`config.mk`:
```
export PLATFORM = sky130hd
export DESIGN_NAME = tt_timer_two
export DESIGN_NICKNAME = d
export VERILOG_FILES = /design/src/tt_pkg.sv /design/src/tt_edge_sync.sv /design/src/tt_prescaler.sv /design/src/tt_timer_two.sv
export VERILOG_INCLUDE_DIRS = /design/src
export SDC_FILE = /design/constraint.sdc
export NUM_CORES = 1
export LEC_CHECK = 0
export ABC_CLOCK_PERIOD_IN_PS = 2200
export BUFFER_PORTS_ARGS = -buffer_cell sky130_fd_sc_hd__buf_4
export CAP_MARGIN = 20
export CORE_UTILIZATION = 50
export DETAILED_ROUTE_END_ITERATION = 16
export GPL_ROUTABILITY_DRIVEN = 0
export HOLD_SLACK_MARGIN = 0.15
export MAX_ROUTING_LAYER = met4
export PLACE_DENSITY = 0.85
export SLEW_MARGIN = 30
export SYNTH_ARGS = -nofsm -noshare
export SYNTH_HDL_FRONTEND = slang
export SYNTH_SLANG_ARGS = --single-unit
```
`constraint.sdc`:
```
create_clock -name aclk -period 2.2 [get_ports aclk]
set_input_delay 0.33 -clock aclk [delete_from_list [all_inputs] [get_ports aclk]]
set_output_delay 0.33 -clock aclk [all_outputs]
set_load 0.01 [all_outputs]
```
`src/tt_cfg.svh`:
```
// offsets, field positions, reset values and counts of the timer-two block
`ifndef TT_CFG_SVH
`define TT_CFG_SVH
`define TT_ADDR_W      8
`define TT_DATA_W      32
`define TT_CTRL_OFS    8'hC8
`define TT_CKCTL_OFS   8'hD0
`define TT_RCAP_OFS    8'hD4
`define TT_COUNT_OFS   8'hD8
`define TT_STAT_OFS    8'hDC
`define TT_CTRL_RST    8'h00
`define TT_PRESC_RST   1'b0
`define TT_RCAP_RST    16'h0000
`define TT_COUNT_RST   16'h0000
`define TT_COUNT_MAX   16'hFFFF
`define TT_OVF_BIT     7
`define TT_EXT_BIT     6
`define TT_RXSEL_BIT   5
`define TT_TXSEL_BIT   4
`define TT_EXEN_BIT    3
`define TT_RUN_BIT     2
`define TT_CNT_BIT     1
`define TT_CAP_BIT     0
`define TT_PRESC_BIT   5
`define TT_DIV_SLOW    4'hC
`define TT_DIV_FAST    4'h4
`define TT_DIV_BAUD    4'h2
`define TT_BAUD_LAST   4'hF
`define TT_RESP_OKAY   2'b00
`define TT_RESP_SLVERR 2'b10
`endif

```
`src/tt_pkg.sv`:
```
// bus carrier types of the timer-two block
`include "tt_cfg.svh"
package tt_pkg;
   typedef struct packed {
      logic [`TT_ADDR_W-1:0] awaddr;
      logic                  awvalid;
      logic [`TT_DATA_W-1:0] wdata;
      logic [3:0]            wstrb;
      logic                  wvalid;
      logic                  bready;
      logic [`TT_ADDR_W-1:0] araddr;
      logic                  arvalid;
      logic                  rready;
   } tt_axi_req_t;
   typedef struct packed {
      logic                  awready;
      logic                  wready;
      logic [1:0]            bresp;
      logic                  bvalid;
      logic                  arready;
      logic [`TT_DATA_W-1:0] rdata;
      logic [1:0]            rresp;
      logic                  rvalid;
   } tt_axi_rsp_t;
endpackage

```
`src/tt_edge_sync.sv`:
```
// two-flop synchronisers with falling-edge detect, one per pin
`timescale 1ns/100ps
module tt_edge_sync #(
   parameter int W = 2
) (
   // clock and reset
   input  wire logic         aclk,
   input  wire logic         aresetn,
   // pins and edges
   input  wire logic [W-1:0] pin,
   output logic      [W-1:0] fall
);
   if (W < 1) $error("tt_edge_sync needs at least one pin");
   for (genvar i = 0; i < W; i++)
   begin : g_bit
      logic meta;
      logic sync;
      logic last;
      // idle-high pins, so reset to one avoids a false edge
      always_ff @(posedge aclk)
      begin
         if (!aresetn)
         begin
            meta <= 1'b1;
            sync <= 1'b1;
            last <= 1'b1;
         end
         else
         begin
            meta <= pin[i];
            sync <= meta;
            last <= sync;
         end
      end
      assign fall[i] = last & ~sync;
   end
endmodule

```
`src/tt_prescaler.sv`:
```
// divide-by-n tick generator for the internal timer clock
`timescale 1ns/100ps
module tt_prescaler #(
   parameter int CNT_W = 4
) (
   // clock and reset
   input  wire logic             aclk,
   input  wire logic             aresetn,
   // control
   input  wire logic             run,
   input  wire logic [CNT_W-1:0] div_val,
   // tick out
   output logic                  tick
);
   if (CNT_W < 4) $error("tt_prescaler needs four bits for divide by 12");
   logic [CNT_W-1:0] cnt;
   logic [CNT_W-1:0] next_cnt;
   logic             at_end;
   // >= so a smaller divisor taken mid-count still wraps
   assign at_end = (cnt >= div_val - CNT_W'(1));
   assign tick   = run & at_end;
   always_comb
   begin
      next_cnt = cnt;
      if (run)
      begin
         if (at_end)
            next_cnt = '0;
         else
            next_cnt = cnt + CNT_W'(1);
      end
   end
   always_ff @(posedge aclk)
   begin
      if (!aresetn)
         cnt <= '0;
      else
         cnt <= next_cnt;
   end
endmodule

```
`src/tt_timer_two.sv`:
```
// timer-two control logic with AXI4-Lite register slave
// How it works
// - overflow flag set when count overflows from FFFF, to 0000 or to the reload value; software clears it
// - overflow flag never set by an overflow while either uart clock select is one; a software write still sets it
// - writing one to overflow flag raises the timer interrupt request
// - external flag set when trigger falling edge causes capture or reload
// - external flag raises the same request; only software clears it
// - writing one to external flag raises the timer interrupt request
// - rx select one feeds own overflows to uart receiver, else other timer
// - tx select one feeds own overflows to uart transmitter, else other
// - trigger enable and not baud mode: trigger fall captures or reloads
// - trigger enable zero: trigger pin ignored entirely
// - count advances only while run control is one
// - timer mode increments every four or twelve clocks per prescale select
// - baud mode timer increments every two clocks
// - counter select one counts falling edges of event pin
// - capture select one captures on trigger fall when enabled
// - capture select zero reloads on overflow and enabled trigger fall
// - in baud mode capture select ignored, overflow always reloads
// - prescale select zero divides by twelve, one divides by four
// - capture copies low and high count bytes into capture bytes
// - baud overflows reload count and are divided by sixteen for uart
`timescale 1ns/100ps
`include "tt_cfg.svh"
module tt_timer_two
   import tt_pkg::*;
(
   // clock and reset
   input  wire logic        aclk,
   input  wire logic        aresetn,
   // register bus
   input  tt_pkg::tt_axi_req_t axi_req,
   output tt_pkg::tt_axi_rsp_t axi_rsp,
   // pins
   input  wire logic        trigger_input_pin,
   input  wire logic        event_input_pin,
   // uart side
   input  wire logic        other_timer_ovf,
   output logic             rx_baud_tick,
   output logic             tx_baud_tick,
   // events
   output logic             timer_irq,
   output logic             overflow_pulse
);
   import tt_pkg::*;

   // bus state
   logic                  aw_full;
   logic                  w_full;
   logic [`TT_ADDR_W-1:0] aw_addr;
   logic [`TT_DATA_W-1:0] w_data;
   logic [3:0]            w_strb;
   tt_axi_rsp_t           next_rsp;
   logic                  next_aw_full;
   logic                  next_w_full;
   logic [`TT_ADDR_W-1:0] next_aw_addr;
   logic [`TT_DATA_W-1:0] next_w_data;
   logic [3:0]            next_w_strb;
   logic                  wr_fire;
   logic                  wr_map;
   logic                  rd_map;
   logic [`TT_DATA_W-1:0] rd_data;

   // timer state
   logic [7:0]  ctrl;
   logic        presc;
   logic [15:0] rcap;
   logic [15:0] count;
   logic [3:0]  baud_div;
   logic [7:0]  next_ctrl;
   logic        next_presc;
   logic [15:0] next_rcap;
   logic [15:0] next_count;
   logic [3:0]  next_baud_div;
   logic        next_rx_tick;
   logic        next_tx_tick;

   // decoded conditions
   logic        baud;
   logic        run;
   logic [3:0]  div_val;
   logic        presc_tick;
   logic        trig_fall;
   logic        event_fall;
   logic        inc;
   logic        ovf;
   logic        trig;
   logic        own_tick;
   logic        wr_ctrl;
   logic        wr_ckctl;
   logic        wr_rcap_lo;
   logic        wr_rcap_hi;
   logic        wr_count_lo;
   logic        wr_count_hi;

   tt_edge_sync #(
      .W (2)
   ) u_sync (
      .aclk    (aclk),
      .aresetn (aresetn),
      .pin     ({event_input_pin, trigger_input_pin}),
      .fall    ({event_fall, trig_fall})
   );

   assign baud    = ctrl[`TT_RXSEL_BIT] | ctrl[`TT_TXSEL_BIT];
   assign run     = ctrl[`TT_RUN_BIT];
   assign div_val = baud  ? `TT_DIV_BAUD :
                    presc ? `TT_DIV_FAST : `TT_DIV_SLOW;

   tt_prescaler #(
      .CNT_W (4)
   ) u_presc (
      .aclk    (aclk),
      .aresetn (aresetn),
      .run     (run),
      .div_val (div_val),
      .tick    (presc_tick)
   );

   assign inc = run & (ctrl[`TT_CNT_BIT] ? event_fall : presc_tick);
   assign ovf = inc & (count == `TT_COUNT_MAX);
   // trigger qualified by enable and mode
   assign trig     = trig_fall & ctrl[`TT_EXEN_BIT] & ~baud;
   assign own_tick = ovf & baud & (baud_div == `TT_BAUD_LAST);

   // register write strobes
   assign wr_fire     = aw_full & w_full & ~axi_rsp.bvalid;
   assign wr_ctrl     = wr_fire & (aw_addr == `TT_CTRL_OFS) & w_strb[0];
   assign wr_ckctl    = wr_fire & (aw_addr == `TT_CKCTL_OFS) & w_strb[0];
   assign wr_rcap_lo  = wr_fire & (aw_addr == `TT_RCAP_OFS) & w_strb[0];
   assign wr_rcap_hi  = wr_fire & (aw_addr == `TT_RCAP_OFS) & w_strb[1];
   assign wr_count_lo = wr_fire & (aw_addr == `TT_COUNT_OFS) & w_strb[0];
   assign wr_count_hi = wr_fire & (aw_addr == `TT_COUNT_OFS) & w_strb[1];

   always_comb
   begin
      next_ctrl     = ctrl;
      next_presc    = presc;
      next_rcap     = rcap;
      next_count    = count;
      next_baud_div = baud_div;
      // a written one raises the request like hardware
      if (wr_ctrl)
         next_ctrl = w_data[7:0];
      if (ovf && !baud)
         next_ctrl[`TT_OVF_BIT] = 1'b1;
      if (trig)
         next_ctrl[`TT_EXT_BIT] = 1'b1;
      if (wr_ckctl)
         next_presc = w_data[`TT_PRESC_BIT];
      if (wr_rcap_lo)
         next_rcap[7:0] = w_data[7:0];
      if (wr_rcap_hi)
         next_rcap[15:8] = w_data[15:8];
      // capture both bytes, over a software write
      if (trig && ctrl[`TT_CAP_BIT])
         next_rcap = count;
      if (trig && !ctrl[`TT_CAP_BIT])
         next_count = rcap;
      else if (ovf && (baud || !ctrl[`TT_CAP_BIT]))
         next_count = rcap;
      else if (inc)
         next_count = count + 16'h0001;
      // software write to the count wins; it is a value, not a flag
      if (wr_count_lo)
         next_count[7:0] = w_data[7:0];
      if (wr_count_hi)
         next_count[15:8] = w_data[15:8];
      if (ovf && baud)
         next_baud_div = baud_div + 4'h1;
      next_rx_tick = ctrl[`TT_RXSEL_BIT] ? own_tick : other_timer_ovf;
      next_tx_tick = ctrl[`TT_TXSEL_BIT] ? own_tick : other_timer_ovf;
   end

   always_ff @(posedge aclk)
   begin
      if (!aresetn)
      begin
         ctrl           <= `TT_CTRL_RST;
         presc          <= `TT_PRESC_RST;
         rcap           <= `TT_RCAP_RST;
         count          <= `TT_COUNT_RST;
         baud_div       <= 4'h0;
         rx_baud_tick   <= 1'b0;
         tx_baud_tick   <= 1'b0;
         timer_irq      <= 1'b0;
         overflow_pulse <= 1'b0;
      end
      else
      begin
         ctrl           <= next_ctrl;
         presc          <= next_presc;
         rcap           <= next_rcap;
         count          <= next_count;
         baud_div       <= next_baud_div;
         rx_baud_tick   <= next_rx_tick;
         tx_baud_tick   <= next_tx_tick;
         timer_irq      <= next_ctrl[`TT_OVF_BIT] | next_ctrl[`TT_EXT_BIT];
         overflow_pulse <= ovf;
      end
   end

   // read mux and address decode
   always_comb
   begin
      rd_data = '0;
      rd_map  = 1'b1;
      case (axi_req.araddr)
         `TT_CTRL_OFS:  rd_data[7:0] = ctrl;
         `TT_CKCTL_OFS: rd_data[`TT_PRESC_BIT] = presc;
         `TT_RCAP_OFS:  rd_data[15:0] = rcap;
         `TT_COUNT_OFS: rd_data[15:0] = count;
         `TT_STAT_OFS:  rd_data[4:0] = {baud_div, baud};
         default:       rd_map = 1'b0;
      endcase
   end

   // status register is read-only; writes to it are accepted and dropped
   assign wr_map = (aw_addr == `TT_CTRL_OFS) || (aw_addr == `TT_CKCTL_OFS) ||
                   (aw_addr == `TT_RCAP_OFS) || (aw_addr == `TT_COUNT_OFS) ||
                   (aw_addr == `TT_STAT_OFS);

   always_comb
   begin
      next_rsp     = axi_rsp;
      next_aw_full = aw_full;
      next_w_full  = w_full;
      next_aw_addr = aw_addr;
      next_w_data  = w_data;
      next_w_strb  = w_strb;
      if (axi_req.awvalid && axi_rsp.awready)
      begin
         next_aw_full = 1'b1;
         next_aw_addr = axi_req.awaddr;
      end
      if (axi_req.wvalid && axi_rsp.wready)
      begin
         next_w_full = 1'b1;
         next_w_data = axi_req.wdata;
         next_w_strb = axi_req.wstrb;
      end
      if (axi_rsp.bvalid && axi_req.bready)
         next_rsp.bvalid = 1'b0;
      if (wr_fire)
      begin
         next_aw_full   = 1'b0;
         next_w_full    = 1'b0;
         next_rsp.bvalid = 1'b1;
         next_rsp.bresp  = wr_map ? `TT_RESP_OKAY : `TT_RESP_SLVERR;
      end
      next_rsp.awready = ~next_aw_full;
      next_rsp.wready  = ~next_w_full;
      if (axi_rsp.rvalid && axi_req.rready)
         next_rsp.rvalid = 1'b0;
      if (axi_req.arvalid && axi_rsp.arready)
      begin
         next_rsp.rvalid = 1'b1;
         next_rsp.rdata  = rd_data;
         next_rsp.rresp  = rd_map ? `TT_RESP_OKAY : `TT_RESP_SLVERR;
      end
      next_rsp.arready = ~next_rsp.rvalid;
   end

   always_ff @(posedge aclk)
   begin
      if (!aresetn)
      begin
         axi_rsp         <= '0;
         axi_rsp.awready <= 1'b1;
         axi_rsp.wready  <= 1'b1;
         axi_rsp.arready <= 1'b1;
         aw_full         <= 1'b0;
         w_full          <= 1'b0;
         aw_addr         <= '0;
         w_data          <= '0;
         w_strb          <= 4'h0;
      end
      else
      begin
         axi_rsp <= next_rsp;
         aw_full <= next_aw_full;
         w_full  <= next_w_full;
         aw_addr <= next_aw_addr;
         w_data  <= next_w_data;
         w_strb  <= next_w_strb;
      end
   end

   // helper: cycles between prescaler ticks at a steady divisor
   logic [3:0] gap;
   logic       gap_ok;
   always_ff @(posedge aclk)
   begin
      if (!aresetn)
      begin
         gap    <= 4'h0;
         gap_ok <= 1'b0;
      end
      else
      begin
         gap    <= presc_tick ? 4'h0 : (run ? gap + 4'h1 : gap);
         gap_ok <= (presc_tick | gap_ok) & run & (div_val == next_div_c());
      end
   end
   function automatic logic [3:0] next_div_c();
      next_div_c = (next_ctrl[`TT_RXSEL_BIT] | next_ctrl[`TT_TXSEL_BIT]) ?
                   `TT_DIV_BAUD : (next_presc ? `TT_DIV_FAST : `TT_DIV_SLOW);
   endfunction
endmodule

```
==> results.md, run 1 <==
- Required @ worst endpoint: roughly 2.5 ns
- Largest cells by area after synthesis: dfxtp_1 42%, mux2i_1 7.8%, nand2_1 5.9%
- Unrepaired setup endpoints after global routing: yes
- Number of antenna violations at the first check in global routing: 0
- Detailed Route WL: about 14000 um
- Global-route wire length before repair: 21740 um
- Sink count of the clock tree: 110
- Effective utilization at floorplan: 51.52%
- Die Width: 104.9 um
- DP Wirelength: 8972 um
- Number of cells produced by synthesis: 605
- Setup-failing EPs final: 20
- Share of synthesized flip-flops with an asynchronous set or reset: 0%
- Largest area contributor in the synthesized netlist: dfxtp_1
- Number of storage elements in the synthesis netlist: 110
- Area of the die: 11010 um2
- Number of maximum-capacitance constraint violations: 0
- Largest family of logic cells by synthesized area: simple AND/OR/NAND/NOR gates
- Register area share after synthesis: around 42%
- Hold WC Path Type: in -> reg
- # rows: 37
- Worst hold slack: 0.2001 ns
- Synthesized-area fraction occupied by ao, oa, aoi and oai cells: 17.13%
- Simple-gate portion of the synthesized area: 21.43%
- Post-Synth XOR/XNOR Area: 3.143%
- Endpoint of the most critical register-to-register path: count[2]
- Worst Hold Endpoint: w_data[8]
- TritonCTS clock tree: done
- Ports: roughly 110
- Register-to-register path setup slack: -0.20 ns
- DP Cell Count: 807
- Synthesized-area fraction occupied by adder cells: 0.9452%
- Critical path start-end classification: reg -> reg
- Worst Reg2Reg Path Length in Cells: 10
- EDFF count, synth: 0
- Cell Area, Synth: 5295 um2
- Max incr delay on CP: 0.37 ns
- CP cell instances: or3_1 > ha_1 > o31a_1 > a211o_4 > a31oi_4 > buf_4 > buf_6 > and3_1 > o21ai_2 > o41ai_2
- Post-place setup slack: -0.2642 ns
- Total Nets Final: 758
- Clock latency at the later pin of the worst-skew pair: 0.38 ns
- Hold path start: axi_req[24]
- Pin count of the biggest net entering global routing: 72
- Clock-pin slew of the registers on the worst-case setup and hold paths: about 0.10 ns
- Share of Yosys cell area claimed by the top area cell type: 41.59%
- Netlist cell types: 63
- Total power density per cell area: ~580 nW/um2
- Cell with the largest stage delay on the worst path: or3_1
- Reg-to-reg critical path startpoint: presc
- Final hold violation count: 0
- Buffer cell driving the clock tree root: clkbuf_8
- H-Tree Level Count: 3
- Vias in the first global route: 4486
- Total power: 3.707 mW
- Count of warnings emitted by yosys: 0
- Post-route DRC violation count: 0
- Sort of element at the end of the critical path: register
- Mux cell area share after synthesis: 7.750%
- Highest Clock Rate: 416.8 MHz
- CTS Buf Count: 9
- Total leakage power: 2.535 nW
- Wirelength per Cell: around 16 um
- Ranking of synthesized cells by instance count: 110 x dfxtp_1, 83 x nand2_1, 72 x nor2_1
- Number of buffers on the longest clock path: 2
- Routed vias: 4832
- Final clock skew: 0.01199 ns
- First-iteration detailed-routing DRC count: 443
- Arrival @ worst endpoint: 2.68 ns
- Utilization after layout: between 60% and 70%
- Remaining global-route overflow: 0
- Failing checks: setup timing
- Maximum net fanout on the critical path: 6
- Core region area: just over 10000 um2
- Post-DRT Antenna Nets: 0
- Most common flop cell mapped by yosys: dfxtp_1
- Post-synthesis to final-layout area growth: 20.51%
- Layout cells sized above 1: 22.96%
- Sort of element at the start of the critical path: register
- Die boundary height: 104.9 um
- Post-route insts no fill: 833
- Instance count along the most critical hold path: 3
- First-pass iteration count of the detailed router: 6
- Shortest clock period the worst path allows after layout: 2.399 ns
- Global routing usage summed across all routing layers: approximately a quarter
- IR drop worst, VDD: roughly 0.00035 V
- Fraction of the cycle the final worst path needs: 109.1%
- Ant. Diodes: 0
- Slew at the pin with the worst max-slew slack: between 0.6 and 0.7 ns
- Status: finished, violations left
- Post-synthesis area per instance: 8.752 um2
- Worst-case headroom to the max-slew limit: 57.79%
- Number of input and output port buffers inserted: 70
- Worst-case setup margin in the final layout: -0.1995 ns
- Library cell with the highest instance count after synthesis: dfxtp_1
- Number of filler cells placed in the layout: a little over 800
- Vias per inst: just under 6
- Final number of max-transition violations: 0
## repair_timing
item	CTS	global route
resized for setup	7	20
endpoints found under the hold margin	2	0
gates cloned	0	0
endpoints found under the setup margin	24	29
hold buffers	2	0
pin swaps	10	6
buffers inserted	5	3
## cell type report
type	instances	area [um2]	area share, %
Inverter	12	45.04	0.7059
Sequential cell	110	2205	34.55
Multi-Input combinational cell	445	2824	44.25
Tap cell	136	170.2	2.667
Timing Repair Buffer	114	928.4	14.55
Clock inverter	5	57.56	0.9020
Clock buffer	11	151.4	2.373
## logic make-up (layout without fill, tap and decap cells)
group,after synthesis,after routing
fa+ha+maj,4,4
xor+xnor,19,19
compound gates,126,126
other cells,1,18
simple gates,237,237
flops,110,110
mux,41,41
buf+inv,67,142
## per-stage QoR
stage | setup TNS [ns] | area, um2
after floorplan | -0.5825 | 5360
after global placement | -2.344 | 5961
after detailed placement | -4.006 | 5961
after CTS | -3.827 | 6271
after global routing | -4.362 | 6381
final | -2.284 | 6381
## sequential cells by signal, summed over array words and instances (netlist names)
register and cells:
aw_addr 8, aw_full 1, axi_rsp 23, baud_div 4
count 16, ctrl 8, overflow_pulse 1, presc 1
rcap 16, rx_baud_tick 1, timer_irq 1, tx_baud_tick 1
u_presc.cnt 4, u_sync.g_bit.last 2, u_sync.g_bit.meta 2, u_sync.g_bit.sync 2
w_data 16, w_full 1, w_strb 2
## report_power, final
| group | internal [mW] | total [mW] | switching, mW |
|---|---|---|---|
| clock | 0.587 | 1.27 | 0.683 |
| sequential | 2.05 | 2.11 | 0.0517 |
| combinational | 0.148 | 0.332 | 0.184 |
| total | 2.79 | 3.71 | 0.918 |
## worst max path at each step
stage | start | end | slack, ns | depth (start not counted)
5_1_grt | presc | count[2] | -0.29 | 10
4_1_cts | presc | count[15] | -0.22 | 10
3_3_place_gp | presc | count[12] | -0.17 | 9
3_5_place_dp | presc | count[15] | -0.26 | 9
2_1_floorplan | ctrl[4] | count[13] | -0.07 | 9
6_report | presc | count[2] | -0.20 | 10
## metal layers
layer | GRT usage [%] | part of all wire [%]
met2 | 40.30 | 48
met1 | 32.98 | 41
met3 | 2.932 | 8.0
met4 | 8.954 | 2.6
met5 | - | 0
## critical path: cells and delay by family (launching register included)
| kind | cells | cell delay, ns |
|---|---|---|
| adder cells (fa/ha/maj) | 1 | 0.29 |
| AO/OA/AOI/OAI | 5 | 0.88 |
| AND/OR/NAND/NOR | 2 | 0.54 |
| flip-flops | 1 | 0.33 |
| buffers and inverters | 2 | 0.28 |
## layout by cell type (no fill, tap or decap), drive strengths merged, types with 5 or more instances in the layout
cell	count
a211oi	18
a21oi	37
a221o	5
a221oi	10
a22o	5
a31oi	14
a32o	5
buf	112
clkbuf	11
conb	18
dfxtp	110
inv	12
mux2i	41
nand2	84
nand2b	11
nand3	12
nand4	9
nor2	73
nor3	15
nor4	7
o21ai	20
xnor2	10
xor2	9
No activity file was read; power rests on OpenSTA's default activity.
==> run 2, diff against run 1 <==
SKIP_LAST_GASP = 1   (was unset)
==> run 2 against run 1 <==
The run still ends with setup timing left; routed wire length up 0.10%; sequential share of layout area about the same; non-clock buffer count unchanged; die area unchanged; power about the same; register-to-register slack about the same; clock power about the same; final area about the same; critical path depth unchanged; worst hold slack worse by 0.0018 ns; largest cell class unchanged.
==> results.md, run 2 (synthesis gave the netlist of run 1 again) <==
- Maximum net fanout on the critical path: 6
- Arrival @ worst endpoint: around 2.7 ns
- Total leakage power: around 2.5 nW
- Pin count of the biggest net entering global routing: 72
- Layout cells sized above 1: 22.96%
- Number of antenna violations at the first check in global routing: 0
- Worst-case setup margin in the final layout: -0.2052 ns
- Ant. Diodes: 0
- Fraction of the cycle the final worst path needs: 109.3%
- Wirelength per Cell: 16.39 um
- Sink count of the clock tree: 110
- Slew at the pin with the worst max-slew slack: 0.6198 ns
- Worst hold slack: between 0.15 and 0.2 ns
- Shortest clock period the worst path allows after layout: 2.405 ns
- Number of filler cells placed in the layout: 824
- Die Width: about 100 um
- Routed vias: 4803
- Critical path start-end classification: reg -> reg
- Status: finished, violations left
- Unrepaired setup endpoints after global routing: yes
- Clock-pin slew of the registers on the worst-case setup and hold paths: 0.10 ns
- Post-synthesis to final-layout area growth: 20.44%
- Global routing usage summed across all routing layers: 25.21%
- Highest-count cells in the layout ignoring fill and taps: 108 x dfxtp_1, 102 x buf_4, 82 x nand2_1, 71 x nor2_1, 41 x mux2i_1
- Final number of max-transition violations: 0
- Vias in the first global route: 4485
- Hold WC Path Type: in -> reg
- Clock latency at the later pin of the worst-skew pair: 0.38 ns
- IR drop worst, VDD: 0.0003461 V
- Die boundary height: 104.9 um
- Largest register by flop count: axi_rsp
- TritonCTS clock tree: done
- Buffer cell driving the clock tree root: clkbuf_8
- Required @ worst endpoint: 2.49 ns
- Number of input and output port buffers inserted: 70
- Sort of element at the start of the critical path: register
- Post-DRT Antenna Nets: 0
- Post-route DRC violation count: 0
- # rows: 37
- Max reg flops: 23
- Vias per inst: approximately 5.8
- DP Wirelength: around 9000 um
- Ports: 107
- Total negative setup slack: -2.394 ns
- Total power density per cell area: 581.4 nW/um2
- Core region area: 10280 um2
- CTS Buf Count: 9
- Detailed Route WL: about 14000 um
- Final clock skew: 0.01102 ns
- First-iteration detailed-routing DRC count: 458
- Number of buffers on the longest clock path: 2
- Global-route wire length before repair: 21760 um
- Most common cell after layout, fill and taps aside: dfxtp_1
- Total Nets Final: 758
- Final hold violation count: 0
- Remaining global-route overflow: 0
- Effective utilization at floorplan: 51.52%
- Area of the die: 11010 um2
- Number of maximum-capacitance constraint violations: 0
- H-Tree Level Count: 3
- Highest Clock Rate: 415.8 MHz
- Failing checks: setup timing
- First-pass iteration count of the detailed router: 5
- Setup-failing EPs final: 20
- Worst-case headroom to the max-slew limit: 58.53%
- Sort of element at the end of the critical path: register
[run 2: area by class of cell]
| type | instances | area (um2) | share of cell area, % |
|---|---|---|---|
| sequential | 110 | 2205 | 34.57 |
| clock buffer | 11 | 151.4 | 2.374 |
| inverter | 12 | 45.04 | 0.7063 |
| clock inverter | 5 | 57.56 | 0.9025 |
| timing repair buffer | 114 | 924.6 | 14.50 |
| multi-input combinational | 445 | 2824 | 44.28 |
| tap | 136 | 170.2 | 2.668 |
[run 2: what timing repair did]
item                       4_1_cts  5_1_grt
hold endpoints to repair         2        0
gates resized for setup          7       19
hold buffers                     2        0
setup endpoints to repair       24       29
buffers inserted                 5        3
pin swaps                        9        6
[run 2: per-stage QoR]
step | total power, mW | instances | setup WS, ns | utilization, % | area, um2
final | 3.708 | 833 | -0.2052 | 62.05 | 6377
after global routing | 3.846 | 833 | -0.2933 | 62.05 | 6377
after CTS | 3.708 | 830 | -0.2152 | 61.02 | 6271
after detailed placement | 2.477 | 807 | -0.2642 | 58.00 | 5961
after global placement | 2.461 | 807 | -0.1707 | 58.00 | 5961
after floorplan | 2.342 | 622 | -0.06986 | - | 5360
[run 2: per-layer routing]
layer | global-route usage, % | vias up | routed length (um)
li1 | - | 2285 | -
met1 | 33.06 | 2262 | 5847
met2 | 40.26 | 221 | 6545
met3 | 2.932 | 35 | 957
met4 | 8.954 | 0 | 303
met5 | - | - | 0
[run 2: critical path, cell delays in order, from the launching register on]
cell and delay [ns]:
dfxtp_2 0.33, or3_1 0.37, ha_1 0.29, o31a_1 0.14, a211o_4 0.37, a31oi_4 0.24, buf_4 0.17, buf_6 0.11
and3_1 0.17, o21ai_2 0.07, o41ai_2 0.06
[run 2: worst paths after layout]
check                                           from              endpoint  slack, ns  cells past startpoint
worst max-delay path                           presc              count[2]      -0.21                     10
worst min-delay path                     axi_req[24]             w_data[8]       0.20                      3
worst max register to register                 presc              count[2]      -0.21                     10
worst min register to register  u_sync.g_bit[1].meta  u_sync.g_bit[1].sync       0.42                      1
[run 2: where the power goes]
part,switching (mW),internal (mW),total (mW)
clock network,0.684,0.587,1.27
logic,0.184,0.148,0.331
registers,0.0517,2.05,2.11
==> run 3, diff against run 2 <==
CORE_UTILIZATION = 35   (was 50)
PLACE_DENSITY = 0.65   (was 0.85)
==> run 3 against run 2 <==
The flow finishes with violations (DRC, setup timing); critical path type unchanged; sequential power about the same; maximum frequency up 1.9%; core utilization fell by 17 points; critical endpoint is now count[12]; highest routed layer unchanged; first-iteration DRC count is 32% lower; clock-buffer cell count did not move; routed wire length barely moved.
==> results.md, run 3 (synthesis gave the netlist of run 1 again) <==
- Status: finished, violations left
- Failing checks: DRC, setup timing
- Total power density per cell area: 623.5 nW/um2
- Met2 Wirelength: 6443 um
- Total leakage power: 2.635 nW
- Largest register by flop count: axi_rsp
- Post-DRT Antenna Nets: 0
- Total negative setup slack: -2.013 ns
- Max reg flops: 23
- DP Wirelength: approximately 9800 um
- Worst hold slack: between 0.2 and 0.25 ns
- Highest Clock Rate: 423.7 MHz
- Clock-pin slew of the registers on the worst-case setup and hold paths: 0.08 ns
- Pin count of the biggest net entering global routing: 35
- Slew at the pin with the worst max-slew slack: 0.7258 ns
- Worst-case headroom to the max-slew limit: 51.50%
- Unrepaired setup endpoints after global routing: yes
- Maximum net fanout on the critical path: 8
- Max incr delay on CP: 0.40 ns
- Post-Route M1 WL: between 6000 and 7000 um
- Post-synthesis to final-layout area growth: 25.07%
- Reg-to-reg critical path startpoint: ctrl[4]
- Detailed-routed wire length on met3: between 700 and 800 um
- Sort of element at the start of the critical path: register
- Shortest clock period the worst path allows after layout: 2.360 ns
- CTS Buf Count: 9
- Vias in the first global route: 4532
- Endpoint of the most critical register-to-register path: count[12]
- Layout cells sized above 1: around a quarter
- Cell with the largest stage delay on the worst path: or3_4
- Footprint of the multi-input gates: 2833 um2
- H-Tree Level Count: 3
- First-pass iteration count of the detailed router: 11
- Clock latency at the later pin of the worst-skew pair: ~0.35 ns
- Most common cell after layout, fill and taps aside: buf_4
- Total Nets Final: 766
- IR drop worst, VDD: 0.0003646 V
- First-iteration detailed-routing DRC count: 313
- Area of the die: 15630 um2
- Number of maximum-capacitance constraint violations: 0
- Core region area: 14640 um2
- Total area of sequential cells: between 2000 and 2500 um2
- Critical path start-end classification: reg -> reg
- Number of filler cells placed in the layout: 1415
- # rows: 44
- Die Width: 125 um
- CP endpoint: count[12]
- Register-to-register path setup slack: -0.16 ns
- Hold WC Path Type: in -> reg
- Final hold violation count: 0
- Effective utilization at floorplan: 36.16%
- Wirelength per Cell: 15.37 um
- Required @ worst endpoint: between 2 and 2.5 ns
- Setup-failing EPs final: 20
- Worst-case setup margin in the final layout: -0.1604 ns
- Routed vias: 4680
- Number of input and output port buffers inserted: 70
- Number of buffers on the longest clock path: 2
- Highest-count cells in the layout ignoring fill and taps: 110 x buf_4, 109 x dfxtp_1, 83 x nand2_1, 70 x nor2_1, 41 x mux2i_1
- Arrival @ worst endpoint: 2.59 ns
- Number of antenna violations at the first check in global routing: 0
- Remaining global-route overflow: 0
- CP cell instances: or3_4 > ha_4 > o31a_1 > a211o_1 > a31oi_4 > buf_12 > and2b_1 > mux2i_1 > a31oi_1
- Vias per inst: 5.264
- Die boundary height: 125 um
- Post-route DRC violation count: 7
- Global-route wire length before repair: around 23000 um
- Ports: 107
- Detailed Route WL: 13670 um
- Top Metal Used: met4
- Total power: 4.129 mW
- Sink count of the clock tree: 110
- Fraction of the cycle the final worst path needs: 107.3%
- Global routing usage summed across all routing layers: 18.45%
- Worst Reg2Reg Path Length in Cells: 9
- Final clock skew: 0.01131 ns
- Sort of element at the end of the critical path: register
- Launching element of the worst setup path: ctrl[4]
- TritonCTS clock tree: done
- Final number of max-transition violations: 0
- Buffer cell driving the clock tree root: clkbuf_16
- Ant. Diodes: 0
## run 3: changes by cell type in the layout (fill, tap and decap cells not counted), moves of 2 or more
| cell | before | now |
|---|---|---|
| buf_4 | 102 | 110 |
| clkinv_4 | 0 | 3 |
| clkinvlp_4 | 3 | 0 |
| clkbuf_8 | 11 | 1 |
| a21oi_1 | 35 | 33 |
| clkbuf_16 | 0 | 9 |
## run 3: critical path: cells and delay by family (launching register included)
kind	cells	cell delay, ns
flops	1	0.33
buf+inv	1	0.16
fa+ha+maj	1	0.22
simple gates	2	0.58
compound gates	4	0.80
mux	1	0.15
## run 3: stage by stage
stage	worst slack [ns]	cells	utilization (%)	instance area, um2
2_1_floorplan	-0.06986	622	-	5360
3_3_place_gp	-0.1867	867	41.81	6123
3_5_place_dp	-0.2664	867	41.81	6123
4_1_cts	-0.1859	890	45.01	6591
5_1_grt	-0.2362	889	45.22	6623
6_report	-0.1604	889	45.22	6623
## run 3: worst min-delay path by stage
stage / start / end / slack (ns) / cells past startpoint
floorplan: u_sync.g_bit[0].meta / u_sync.g_bit[0].sync / 0.39 / 1
global placement: u_sync.g_bit[1].meta / u_sync.g_bit[1].sync / 0.39 / 1
detailed placement: u_sync.g_bit[1].meta / u_sync.g_bit[1].sync / 0.39 / 1
CTS: axi_req[55] / aw_addr[6] / 0.21 / 3
global route: axi_req[55] / aw_addr[6] / 0.22 / 3
finish: axi_req[18] / w_data[2] / 0.22 / 3
## run 3: area by class of cell
class	instances	share of cell area [%]
clock buffers	11	3.665
clock inverters	5	1.020
inverters	12	0.6801
multi-input cells	445	42.77
flip-flops and latches	110	33.27
well taps	184	3.476
repair buffers	122	15.11
## run 3: power breakdown
part / leakage [nW] / internal (mW) / switching [mW] / total (mW)
registers: 0.896 / 2.05 / 0.0502 / 2.10
logic: 1.59 / 0.151 / 0.190 / 0.341
clock network: 0.152 / 0.929 / 0.754 / 1.68
## run 3: per-layer routing
metal	vias to the layer above	track usage (%)
li1	2289	-
met1	2201	21.95
met2	162	30.10
met3	28	3.937
met4	0	7.963
met5	-	-
## run 3: what timing repair did
action,CTS,global route
hold buffers,2,0
hold endpoints to repair,2,0
setup endpoints to repair,23,25
pin swaps,14,13
buffers inserted,4,0
resized for setup,19,9
cloned,1,0
